$ cat src/fctu_pkg.sv
// fctu_pkg: constants and types for the fault context trap unit
// assumes a 32-bit classic wishbone register bus and a 32-bit memory port
package fctu_pkg;

  // ----------------------------------------------------------------
  // register map (word aligned byte offsets)
  // ----------------------------------------------------------------
  localparam logic [7:0] FCTU_OFS_CPB0   = 8'h00;
  localparam logic [7:0] FCTU_OFS_CPB1   = 8'h04;
  localparam logic [7:0] FCTU_OFS_CPB2   = 8'h08;
  localparam logic [7:0] FCTU_OFS_STATUS = 8'h0C;
  localparam logic [7:0] FCTU_OFS_CFG    = 8'h10;
  localparam logic [7:0] FCTU_OFS_FCODE  = 8'h14;
  localparam logic [7:0] FCTU_OFS_FSIZE  = 8'h18;
  localparam logic [7:0] FCTU_OFS_FADDR  = 8'h1C;
  localparam logic [7:0] FCTU_OFS_SP     = 8'h20;

  // ----------------------------------------------------------------
  // fields and fixed values
  // ----------------------------------------------------------------
  localparam int          FCTU_PAGE_LSB     = 12;
  localparam logic [31:0] FCTU_PAGE_MASK    = 32'hFFFFF000;
  localparam logic [31:0] FCTU_PAGE_BYTES   = 32'h00001000;
  localparam logic [1:0]  FCTU_FRL_CONTEXT  = 2'h0;
  localparam logic [1:0]  FCTU_FRL_EXTENDED = 2'h1;
  localparam logic [31:0] FCTU_VEC_EXC      = 32'h0000000C;
  localparam logic [31:0] FCTU_VEC_GHE      = 32'h00000020;
  localparam logic [31:0] FCTU_GHE_DSI_OK   = 32'h00003C01;
  localparam logic [31:0] FCTU_GHE_DSI_FAIL = 32'h00003C00;
  localparam logic [31:0] FCTU_ZERO         = 32'h00000000;
  localparam logic [31:0] FCTU_WORD         = 32'h00000004;
  localparam logic [31:0] FCTU_ALIGN_MASK   = 32'h00000003;

  // machine exception cause bits
  localparam int FCTU_MX_NESTED   = 0;
  localparam int FCTU_MX_SDR_NRES = 1;
  localparam int FCTU_MX_KDR_LATE = 2;
  localparam int FCTU_MX_DESCRIPTOR_REG_ZERO_INV = 3;
  localparam int FCTU_MX_STK_ALGN = 4;
  localparam int FCTU_MX_SDR_ALGN = 5;
  localparam int FCTU_MX_CMR_NRES = 6;
  localparam int FCTU_MX_SRS_UNDR = 7;

  typedef enum logic [3:0] {
    FCTU_IDLE, FCTU_SAVE, FCTU_ACQ, FCTU_PUSH, FCTU_LOAD, FCTU_VEC,
    FCTU_RCHK, FCTU_RPOP, FCTU_RREL, FCTU_RLOAD, FCTU_GPUSH, FCTU_GDSI,
    FCTU_HARD
  } fctu_state_type;

  // memory request carrier
  typedef struct packed {
    logic        valid;
    logic        we;
    logic [31:0] addr;
    logic [31:0] data;
  } fctu_mem_req_type;

  // processor-side event carrier
  typedef struct packed {
    logic        fault;
    logic        rtnc;
    logic        ghe;
    logic        idle;
    logic [31:0] fault_addr;
    logic [31:0] fault_code;
  } fctu_event_type;

endpackage

$ cat src/fctu_unit.sv
// fctu_unit: fault entry, context return and global hard error trap sequencer
// assumes a single-word memory port answering with mem_ack_i and mem_fault_i
// How it works
// - on a fault, context is first saved to physical context pages
// - then a stack is taken and a context frame with length 00 pushed
// - frame size, fault address and fault code are loaded on entry
// - the handler pointer at 0x0000000c of page 0 is fetched last
// - the physical save never faults; later faults cause a hard error
// - context return first checks frame length bits equal 00
// - context return pops the frame and returns the stack pointer
// - context return reloads state from physical pages, never faulting
// - faults during return check or pop cause a hard error
// - a hard error broadcasts a nonmaskable trap to every processor
// - an active processor pushes an extended block and jumps to handler
// - an idle processor loads index, thread id and idle stack pointer
// - idle frame has return pc zero and frame length bits 01
// - idle sp and fp end at stack base less extended frame length
// - idle processor disables interrupts; code 3c01 or 3c00 results
// - execution then starts at the pointer held at location 0x20
// - three page bases take successive 4096-byte context portions
// - page bases write only in ring 0; bits 31..12 kept
// - nested protection or nonresident fault raises machine exception
// - descriptor load faults, late kernel load, invalid zero raise one
// - multiprocessor and uniprocessor variants raise their own subsets
`timescale 1ns/1ps
module fctu_unit
  import fctu_pkg::*;
#(
  parameter int          CTX_WORDS    = 16,
  parameter int          FRAME_WORDS  = 8,
  parameter int          EXT_WORDS    = 4,
  parameter bit          MULTI_CPU    = 1'b1,
  parameter logic [31:0] SRS_BASE     = 32'h00000100,
  parameter logic [31:0] PROC_ID      = 32'h00000001
) (
  // clock and reset
  input  wire logic             clk_i,
  input  wire logic             rst_i,
  // wishbone slave
  input  wire logic             wb_cyc_i,
  input  wire logic             wb_stb_i,
  input  wire logic             wb_we_i,
  input  wire logic [7:0]       wb_adr_i,
  input  wire logic [3:0]       wb_sel_i,
  input  wire logic [31:0]      wb_dat_i,
  output logic [31:0]           wb_dat_o,
  output logic                  wb_ack_o,
  // processor events
  input  wire fctu_event_type   evt_i,
  input  wire logic             ring0_i,
  input  wire logic             int_en_i,
  input  wire logic [31:0]      idle_commreg_index_i,
  input  wire logic [31:0]      idle_stack_i,
  input  wire logic             ghe_in_i,
  input  wire logic             nested_pf_i,
  input  wire logic             sdr_nres_i,
  input  wire logic             kdr_late_i,
  input  wire logic             descriptor_reg_zero_inv_i,
  input  wire logic             stk_unal_i,
  input  wire logic             sdr_unal_i,
  input  wire logic             cmr_nres_i,
  // memory port
  output fctu_mem_req_type      mem_o,
  input  wire logic             mem_ack_i,
  input  wire logic             mem_fault_i,
  input  wire logic [31:0]      mem_rdata_i,
  // processor results
  output logic                  busy_o,
  output logic                  dis_int_o,
  output logic                  pc_load_o,
  output logic [31:0]           pc_o,
  output logic [31:0]           frame_size_reg_o,
  output logic [31:0]           fault_address_reg_o,
  output logic [31:0]           fault_code_reg_o,
  output logic [31:0]           sp_o,
  output logic [31:0]           fp_o,
  output logic [31:0]           current_commreg_index_o,
  output logic [31:0]           thread_identifier_o,
  output logic                  ghe_out_o,
  output logic                  mach_exc_o,
  output logic [7:0]            mach_cause_o
);

  // ----------------------------------------------------------------
  // registers
  // ----------------------------------------------------------------
  fctu_state_type   st_reg, st_next;
  logic [31:0]      cpb_reg [3];
  logic [31:0]      cnt_reg;
  logic [31:0]      srs_reg;
  logic [31:0]      cfg_reg;
  logic [31:0]      ghe_pc_reg;
  fctu_event_type   ev_reg;
  logic             ack_reg;
  logic [31:0]      dat_reg;
  logic [31:0]      cnt_next;
  logic [31:0]      sp_next;

  // ----------------------------------------------------------------
  // bus decode
  // ----------------------------------------------------------------
  wire        wb_req   = wb_cyc_i & wb_stb_i & ~ack_reg;
  wire        wb_wr    = wb_req & wb_we_i & (&wb_sel_i);
  wire        cpb_hit  = (wb_adr_i == FCTU_OFS_CPB0) | (wb_adr_i == FCTU_OFS_CPB1)
                       | (wb_adr_i == FCTU_OFS_CPB2);
  wire [1:0]  cpb_idx  = wb_adr_i[3:2];
  wire        cpb_wr   = wb_wr & cpb_hit & ring0_i;
  wire        cfg_wr   = wb_wr & (wb_adr_i == FCTU_OFS_CFG);
  wire [31:0] status_w = {19'h0, busy_o, ghe_out_o, mach_exc_o, 2'h0, mach_cause_o};
  logic [31:0] rd_mux;
  always_comb begin
    case (wb_adr_i)
      FCTU_OFS_CPB0:   rd_mux = cpb_reg[0];
      FCTU_OFS_CPB1:   rd_mux = cpb_reg[1];
      FCTU_OFS_CPB2:   rd_mux = cpb_reg[2];
      FCTU_OFS_STATUS: rd_mux = status_w;
      FCTU_OFS_CFG:    rd_mux = cfg_reg;
      FCTU_OFS_FCODE:  rd_mux = fault_code_reg_o;
      FCTU_OFS_FSIZE:  rd_mux = frame_size_reg_o;
      FCTU_OFS_FADDR:  rd_mux = fault_address_reg_o;
      FCTU_OFS_SP:     rd_mux = sp_o;
      default:         rd_mux = FCTU_ZERO;
    endcase
  end

  // ----------------------------------------------------------------
  // sequencer addressing
  // ----------------------------------------------------------------
  localparam int PAGE_WORDS = 1024;
  wire [1:0]  page_sel   = 2'(cnt_next / PAGE_WORDS);
  wire [31:0] page_off   = 32'((cnt_next % PAGE_WORDS) * 4);
  wire [31:0] ctx_addr   = (cpb_reg[page_sel] & FCTU_PAGE_MASK) | page_off;
  wire [31:0] push_addr  = sp_next - FCTU_WORD;
  wire        last_ctx   = (cnt_reg == 32'(CTX_WORDS - 1));
  wire        last_frm   = (cnt_reg == 32'(FRAME_WORDS - 1));
  wire        last_ext   = (cnt_reg == 32'(EXT_WORDS - 1));
  wire [31:0] frm_bytes  = 32'(FRAME_WORDS * 4);
  wire [31:0] ext_bytes  = 32'(EXT_WORDS * 4);
  wire        step       = mem_ack_i & ~mem_fault_i;
  logic       ghe_m_reg, ghe_s_reg, ghe_d_reg, ghe_pend_reg;
  // one trap per rising edge of the trap pin, held until idle
  wire        ghe_rise   = ghe_s_reg & ~ghe_d_reg;
  wire        ghe_take   = (st_reg == FCTU_IDLE) & ghe_pend_reg;
  wire        ghe_sync   = ghe_pend_reg;
  wire        fault_risk = (st_reg == FCTU_ACQ) | (st_reg == FCTU_PUSH)
                         | (st_reg == FCTU_LOAD) | (st_reg == FCTU_VEC)
                         | (st_reg == FCTU_RCHK) | (st_reg == FCTU_RPOP)
                         | (st_reg == FCTU_RREL) | (st_reg == FCTU_GPUSH);
  wire        hard_err   = fault_risk & mem_ack_i & mem_fault_i;
  wire        srs_empty  = (st_reg == FCTU_ACQ) & step & (mem_rdata_i == FCTU_ZERO);
  wire [7:0]  mx_w;
  assign mx_w[FCTU_MX_NESTED]   = nested_pf_i | (hard_err & (st_reg == FCTU_PUSH));
  assign mx_w[FCTU_MX_SDR_NRES] = sdr_nres_i;
  assign mx_w[FCTU_MX_KDR_LATE] = kdr_late_i;
  assign mx_w[FCTU_MX_DESCRIPTOR_REG_ZERO_INV] = descriptor_reg_zero_inv_i;
  assign mx_w[FCTU_MX_STK_ALGN] = ~MULTI_CPU & stk_unal_i;
  assign mx_w[FCTU_MX_SDR_ALGN] = ~MULTI_CPU & sdr_unal_i;
  assign mx_w[FCTU_MX_CMR_NRES] = MULTI_CPU & cmr_nres_i;
  assign mx_w[FCTU_MX_SRS_UNDR] = MULTI_CPU & srs_empty;

  // ----------------------------------------------------------------
  // next state
  // ----------------------------------------------------------------
  always_comb begin
    st_next = st_reg;
    case (st_reg)
      FCTU_IDLE: begin
        if (ghe_sync & evt_i.idle) st_next = FCTU_GPUSH;
        else if (ghe_sync) st_next = FCTU_GPUSH;
        else if (evt_i.fault) st_next = FCTU_SAVE;
        else if (evt_i.rtnc) st_next = FCTU_RCHK;
      end
      FCTU_SAVE:  if (mem_ack_i & last_ctx) st_next = FCTU_ACQ;
      FCTU_ACQ:   if (step) st_next = srs_empty ? FCTU_HARD : FCTU_PUSH;
      FCTU_PUSH:  if (step & last_frm) st_next = FCTU_LOAD;
      FCTU_LOAD:  st_next = FCTU_VEC;
      FCTU_VEC:   if (step) st_next = FCTU_IDLE;
      FCTU_RCHK: begin
        if (step) st_next = (mem_rdata_i[1:0] == FCTU_FRL_CONTEXT) ? FCTU_RPOP : FCTU_HARD;
      end
      FCTU_RPOP:  st_next = FCTU_RREL;
      FCTU_RREL:  if (step) st_next = FCTU_RLOAD;
      FCTU_RLOAD: if (mem_ack_i & last_ctx) st_next = FCTU_IDLE;
      FCTU_GPUSH: if (step & last_ext) st_next = ev_reg.idle ? FCTU_GDSI : FCTU_VEC;
      FCTU_GDSI:  st_next = FCTU_VEC;
      FCTU_HARD:  st_next = FCTU_IDLE;
      default:    st_next = FCTU_IDLE;
    endcase
    if (hard_err) st_next = FCTU_HARD;
  end

  // ----------------------------------------------------------------
  // count and stack pointer after this edge
  // ----------------------------------------------------------------
  assign cnt_next = (st_next != st_reg) ? FCTU_ZERO : mem_ack_i ? cnt_reg + 32'h1 : cnt_reg;
  wire        last_frm_n = (cnt_next == 32'(FRAME_WORDS - 1));
  wire        last_ext_n = (cnt_next == 32'(EXT_WORDS - 1));
  always_comb begin
    sp_next = sp_o;
    if (st_reg == FCTU_IDLE && ghe_sync && evt_i.idle) sp_next = idle_stack_i;
    if (st_reg == FCTU_ACQ && step) sp_next = mem_rdata_i;
    if ((st_reg == FCTU_PUSH || st_reg == FCTU_GPUSH) && step) sp_next = sp_o - FCTU_WORD;
    if (st_reg == FCTU_RPOP) sp_next = sp_o + frm_bytes;
  end

  // ----------------------------------------------------------------
  // memory request
  // ----------------------------------------------------------------
  fctu_mem_req_type req_next;
  always_comb begin
    req_next = '0;
    case (st_next)
      FCTU_SAVE:  req_next = '{1'b1, 1'b1, ctx_addr, FCTU_ZERO};
      FCTU_ACQ:   req_next = '{1'b1, 1'b0, srs_reg, FCTU_ZERO};
      FCTU_PUSH:  req_next = '{1'b1, 1'b1, push_addr,
                    last_frm_n ? {30'h0, FCTU_FRL_CONTEXT} : cnt_next};
      FCTU_VEC:   req_next = '{1'b1, 1'b0, ghe_pc_reg, FCTU_ZERO};
      FCTU_RCHK:  req_next = '{1'b1, 1'b0, sp_next, FCTU_ZERO};
      FCTU_RREL:  req_next = '{1'b1, 1'b1, srs_reg, sp_next};
      FCTU_RLOAD: req_next = '{1'b1, 1'b0, ctx_addr, FCTU_ZERO};
      FCTU_GPUSH: req_next = '{1'b1, 1'b1, push_addr,
                    last_ext_n ? {30'h0, FCTU_FRL_EXTENDED} : FCTU_ZERO};
      default:    req_next = '0;
    endcase
    if (mem_o.valid & ~mem_ack_i) req_next = mem_o;
  end

  // ----------------------------------------------------------------
  // clocked state
  // ----------------------------------------------------------------
  always_ff @(posedge clk_i) begin
    if (rst_i) begin
      st_reg <= FCTU_IDLE;
      cnt_reg <= FCTU_ZERO;
      ack_reg <= 1'b0;
      dat_reg <= FCTU_ZERO;
      ghe_m_reg <= 1'b0;
      ghe_s_reg <= 1'b0;
      ghe_d_reg <= 1'b0;
      ghe_pend_reg <= 1'b0;
      ev_reg <= '0;
      mem_o <= '0;
    end else begin
      ghe_m_reg <= ghe_in_i;
      ghe_s_reg <= ghe_m_reg;
      ghe_d_reg <= ghe_s_reg;
      ghe_pend_reg <= ghe_rise | (ghe_pend_reg & ~ghe_take);
      ack_reg <= wb_req;
      dat_reg <= rd_mux;
      st_reg <= st_next;
      mem_o <= req_next;
      if (st_reg == FCTU_IDLE) ev_reg <= evt_i;
      cnt_reg <= cnt_next;
    end
  end
  assign wb_ack_o = ack_reg;
  assign wb_dat_o = dat_reg;

  always_ff @(posedge clk_i) begin
    if (rst_i) begin
      cpb_reg <= '{default: FCTU_ZERO};
      cfg_reg <= FCTU_ZERO;
      srs_reg <= SRS_BASE;
      ghe_pc_reg <= FCTU_VEC_EXC;
    end else begin
      if (cpb_wr) cpb_reg[cpb_idx] <= wb_dat_i & FCTU_PAGE_MASK;
      if (cfg_wr) srs_reg <= wb_dat_i;
      if (cfg_wr) cfg_reg <= wb_dat_i;
      if (st_next == FCTU_GPUSH && st_reg == FCTU_IDLE) ghe_pc_reg <= FCTU_VEC_GHE;
      else if (st_next == FCTU_SAVE) ghe_pc_reg <= FCTU_VEC_EXC;
    end
  end

  // ----------------------------------------------------------------
  // architectural results
  // ----------------------------------------------------------------
  always_ff @(posedge clk_i) begin
    if (rst_i) begin
      busy_o <= 1'b0;
      dis_int_o <= 1'b0;
      pc_load_o <= 1'b0;
      pc_o <= FCTU_ZERO;
      frame_size_reg_o <= FCTU_ZERO;
      fault_address_reg_o <= FCTU_ZERO;
      fault_code_reg_o <= FCTU_ZERO;
      sp_o <= FCTU_ZERO;
      fp_o <= FCTU_ZERO;
      current_commreg_index_o <= FCTU_ZERO;
      thread_identifier_o <= FCTU_ZERO;
      ghe_out_o <= 1'b0;
      mach_exc_o <= 1'b0;
      mach_cause_o <= 8'h00;
    end else begin
      busy_o <= (st_next != FCTU_IDLE);
      pc_load_o <= 1'b0;
      dis_int_o <= 1'b0;
      ghe_out_o <= (st_next == FCTU_HARD);
      mach_exc_o <= |mx_w;
      mach_cause_o <= mx_w;
      if (st_reg == FCTU_IDLE && ghe_sync && evt_i.idle) begin
        current_commreg_index_o <= idle_commreg_index_i;
        thread_identifier_o <= PROC_ID;
      end
      sp_o <= sp_next;
      if (st_reg == FCTU_GPUSH && step && last_ext && ev_reg.idle) begin
        fp_o <= sp_next;
      end
      if (st_reg == FCTU_LOAD) begin
        frame_size_reg_o <= frm_bytes;
        fault_address_reg_o <= ev_reg.fault_addr;
        fault_code_reg_o <= ev_reg.fault_code;
      end
      if (st_reg == FCTU_GDSI) begin
        dis_int_o <= 1'b1;
        fault_code_reg_o <= int_en_i ? FCTU_GHE_DSI_OK : FCTU_GHE_DSI_FAIL;
        frame_size_reg_o <= ext_bytes;
      end
      if (st_reg == FCTU_VEC && step) begin
        pc_load_o <= 1'b1;
        pc_o <= mem_rdata_i;
      end
    end
  end

endmodule

$ cat config.mk
export PLATFORM = sky130hd
export DESIGN_NAME = fctu_unit
export DESIGN_NICKNAME = d
export VERILOG_FILES = /design/src/fctu_pkg.sv /design/src/fctu_unit.sv
export SDC_FILE = /design/constraint.sdc
export NUM_CORES = 1
export LEC_CHECK = 0
export BUFFER_PORTS_ARGS = -buffer_cell sky130_fd_sc_hd__buf_2
export CAP_MARGIN = 40
export CORE_MARGIN = 5
export CORE_UTILIZATION = 30
export DETAILED_ROUTE_END_ITERATION = 16
export PLACE_DENSITY_LB_ADDON = 0.12
export SYNTH_ARGS = -nofsm -noshare
export SYNTH_HDL_FRONTEND = slang
export SYNTH_SLANG_ARGS = --single-unit
$ cat constraint.sdc
create_clock -name clk_i -period 4.01 [get_ports clk_i]
set_input_delay 0.802 -clock clk_i [delete_from_list [all_inputs] [get_ports clk_i]]
set_output_delay 0.802 -clock clk_i [all_outputs]
set_load 0.03 [all_outputs]
==> flow_summary.json <==
{
  "routed.top_layer": "met5",
  "slew_headroom": 0.374,
  "initial_utilization": 0.304,
  "path_delay_family": "simple AND/OR/NAND/NOR gates",
  "finalWorstPathRequiredPeriod_ns": 3.85,
  "die_x_um": 293,
  "grt_max_degree": 79,
  "maxCapViolations": 0,
  "synth.most_common_cell": "nand2_1",
  "drv_slew": 0,
  "fin_crit_sh": 0.960,
  "ant_nets": 0,
  "synth_ff_type": "dfxtp_1",
  "hold_viol": 0,
  "largest_reg_flops": 66,
  "finClkSkew_ns": 0.0422,
  "cp-start-kind": "flop",
  "vias_per_cell": 5.36,
  "synth.distinct_cells": 102,
  "tightest_slew_ns": 0.939,
  "grt-ovfl-total": 0,
  "grtUsageTotal": 0.272,
  "ys_seq_area_frac": 0.420,
  "root_buffer": "clkbuf_16",
  "holdPathStages": 2,
  "io_buffer_count": 526,
  "cts_tree": "built",
  "post-cts-setup-buffers": 0,
  "async_flop_share": 0,
  "first_global_vias": 24600,
  "postCtsHoldBufs": 0,
  "synth_top_area_frac": 0.420,
  "place_congestion": 0.957,
  "design.portCount": 593,
  "synth_area_um2": 24100,
  "post_drt_wl_per_cell_um": 25.8,
  "path_buf_inv": 2,
  "worstPathArrival_ns": 4.42,
  "ff2ff_path_depth": 12,
  "rsz0062_at_grt": "false",
  "yosysTopAreaCell": "dfxtp_1",
  "clock_path_buffers": 3,
  "power.total_uw": 22500,
  "crit_required_ns": 4.58,
  "clock.fmax_mhz": 260,
  "antenna_found_initial": 13,
  "hp-class": "primary input to flop",
  "cp_slowest_stage_delay_ns": 0.59,
  "cp.depth": 12,
  "crit_path_max_fanout": 9,
  "final_layout_size_suffix_gt1_frac": 0.268,
  "p_per_area_nw_per_um2": 721,
  "path_clk_slew_ns": 0.06,
  "min-delay-start": "ghe_in_i",
  "crit_chain": "or4b_4, buf_4, nor3_1, a31oi_1, o2bb2ai_1, nor2_1, nor4_4, nand3_1, or2_2, a21oi_2, buf_4, o31a_1",
  "syn_avg_cell_area_um2": 7.80,
  "peakVddDrop_v": 0.000360,
  "fillerInstances": 8444,
  "synth_common_cells": "709 x nand2_1, 505 x dfxtp_1, 348 x a21oi_1, 223 x nor2_1, 190 x clkbuf_1",
  "worstSkewPairLatency_ns": 0.66,
  "synth_edf_count": 0,
  "outcome": "finished, final reports clean",
  "drtIter0Drc": 2639,
  "crit_slowest_cell": "or4b_4",
  "cp_common_cell": "buf_4",
  "grt_pass1_wl_um": 177000,
  "placed_cells": 4698,
  "crit_start": "st_reg[3]",
  "crit_type": "flop to flop",
  "synth.area.top_cells": "dfxtp_1 42%, nand2_1 11%, a21oi_1 7.2%, nor2_1 3.5%, clkbuf_1 3.0%",
  "finalWirelength_um": 124000,
  "nets": 3939,
  "ctsResizeCount": 0,
  "wl_met3_um": 9210,
  "die_h_um": 293,
  "synthCells": 3087,
  "ys_warn_count": 0,
  "synth_seq_cells": 505,
  "reg2reg_slack_ns": 0.16,
  "cts-buffers-inserted": 58,
  "end_kind": "flop",
  "r2r_start": "st_reg[3]",
  "wl_met2_um": 57500,
  "hpwl_um": 95100,
  "first_pass_iters": 6,
  "vias": 25800,
  "setup_viol": 0,
  "total_leakage_power_uw": 0.0125,
  "clock-sinks": 505,
  "h-tree-depth": 2,
  "hold_ws_ns": 0.382,
  "core_um2": 79300,
  "area_growth_pct": 29.6,
  "wl_met1_um": 53300,
  "utilization": 0.394,
  "post-route-drc-count": 0,
  "fp-row-count": 103,
  "final_cells": 4814,
  "die_area_um2": 86000
}
-- layout make-up --
class	count	area, µm²	share of cell area
multi-input combinational	2298	12700	0.405
tap	1050	1310	0.0421
clock buffer	77	1620	0.0520
sequential	505	10100	0.324
inverter	30	113	0.00361
clock inverter	30	373	0.0119
timing repair buffer	815	5000	0.160
antenna	9	22.5	0.000722
-- through the flow --
step / setup slack (ns) / area, µm² / TNS, ns
final: 0.160 / 31200 / 0
after global routing: 0.00161 / 31200 / 0
after CTS: 0.0630 / 31100 / 0
after detailed placement: -0.107 / 29200 / -0.276
after global placement: -0.160 / 29100 / -0.400
after floorplan: 0.227 / 24300 / 0
-- metal layers --
metal	global-route usage	vias to the layer above
li1	-	12200
met1	0.368	12400
met3	0.0515	184
met5	0	-
met4	0.0827	4
met2	0.444	1049
-- worst reg2reg max path, stage by stage, from the launching register on --
cell	delay (ns)
dfxtp_1	0.41
or4b_4	0.59
buf_4	0.19
nor3_1	0.25
a31oi_1	0.15
o2bb2ai_1	0.35
nor2_1	0.14
nor4_4	0.45
nand3_1	0.34
or2_2	0.39
a21oi_2	0.25
buf_4	0.15
o31a_1	0.12
-- layout by cell type (no fill, tap or decap), types with 11 or more instances in the layout --
cell	synthesis	final
nand2_1	709	709
buf_2	36	526
dfxtp_1	505	504
a21oi_1	348	346
buf_4	65	273
nor2_1	223	219
nand3_1	70	70
nor3_1	65	63
conb_1	1	63
a22oi_1	61	61
o21ai_0	60	60
clkbuf_16	0	59
a31oi_1	57	56
nand4_1	44	44
nor4_1	41	40
a222oi_1	37	37
a211oi_1	35	35
xnor2_1	31	31
inv_1	30	30
o22ai_1	30	30
xor2_1	28	28
and3_1	28	28
a22o_1	25	25
a221oi_1	24	24
mux2_2	17	17
nor2b_1	17	16
o211ai_1	16	16
or3_1	16	15
nand2b_1	14	14
and4_1	13	13
and2_1	12	12
clkinv_2	0	12
buf_12	0	11
-- logic make-up after synthesis --
logic type | count (synthesis) | synth area share
adders and majority gates | 6 | 0.00312
and+or+nand+nor | 1313 | 0.247
xor gates and xnor gates | 59 | 0.0215
other | 1 | 0.000156
AOI/OAI and AO/OA | 830 | 0.229
DFF | 505 | 0.420
buffers and inverters | 346 | 0.0679
muxes | 27 | 0.0121
-- final timing paths --
check | to
min | ghe_m_reg
max | mem_o[57]
max reg2reg | mem_o[57]
min reg2reg | fault_address_reg_o[28]
-- where the power goes --
group	internal, µW	leakage, µW	total [µW]	switching [µW]
Clock	3300	0.000978	5640	2340
Sequential	5570	0.00409	6150	577
Combinational	3770	0.00747	10700	6960
(Power assumes the default switching activity.)
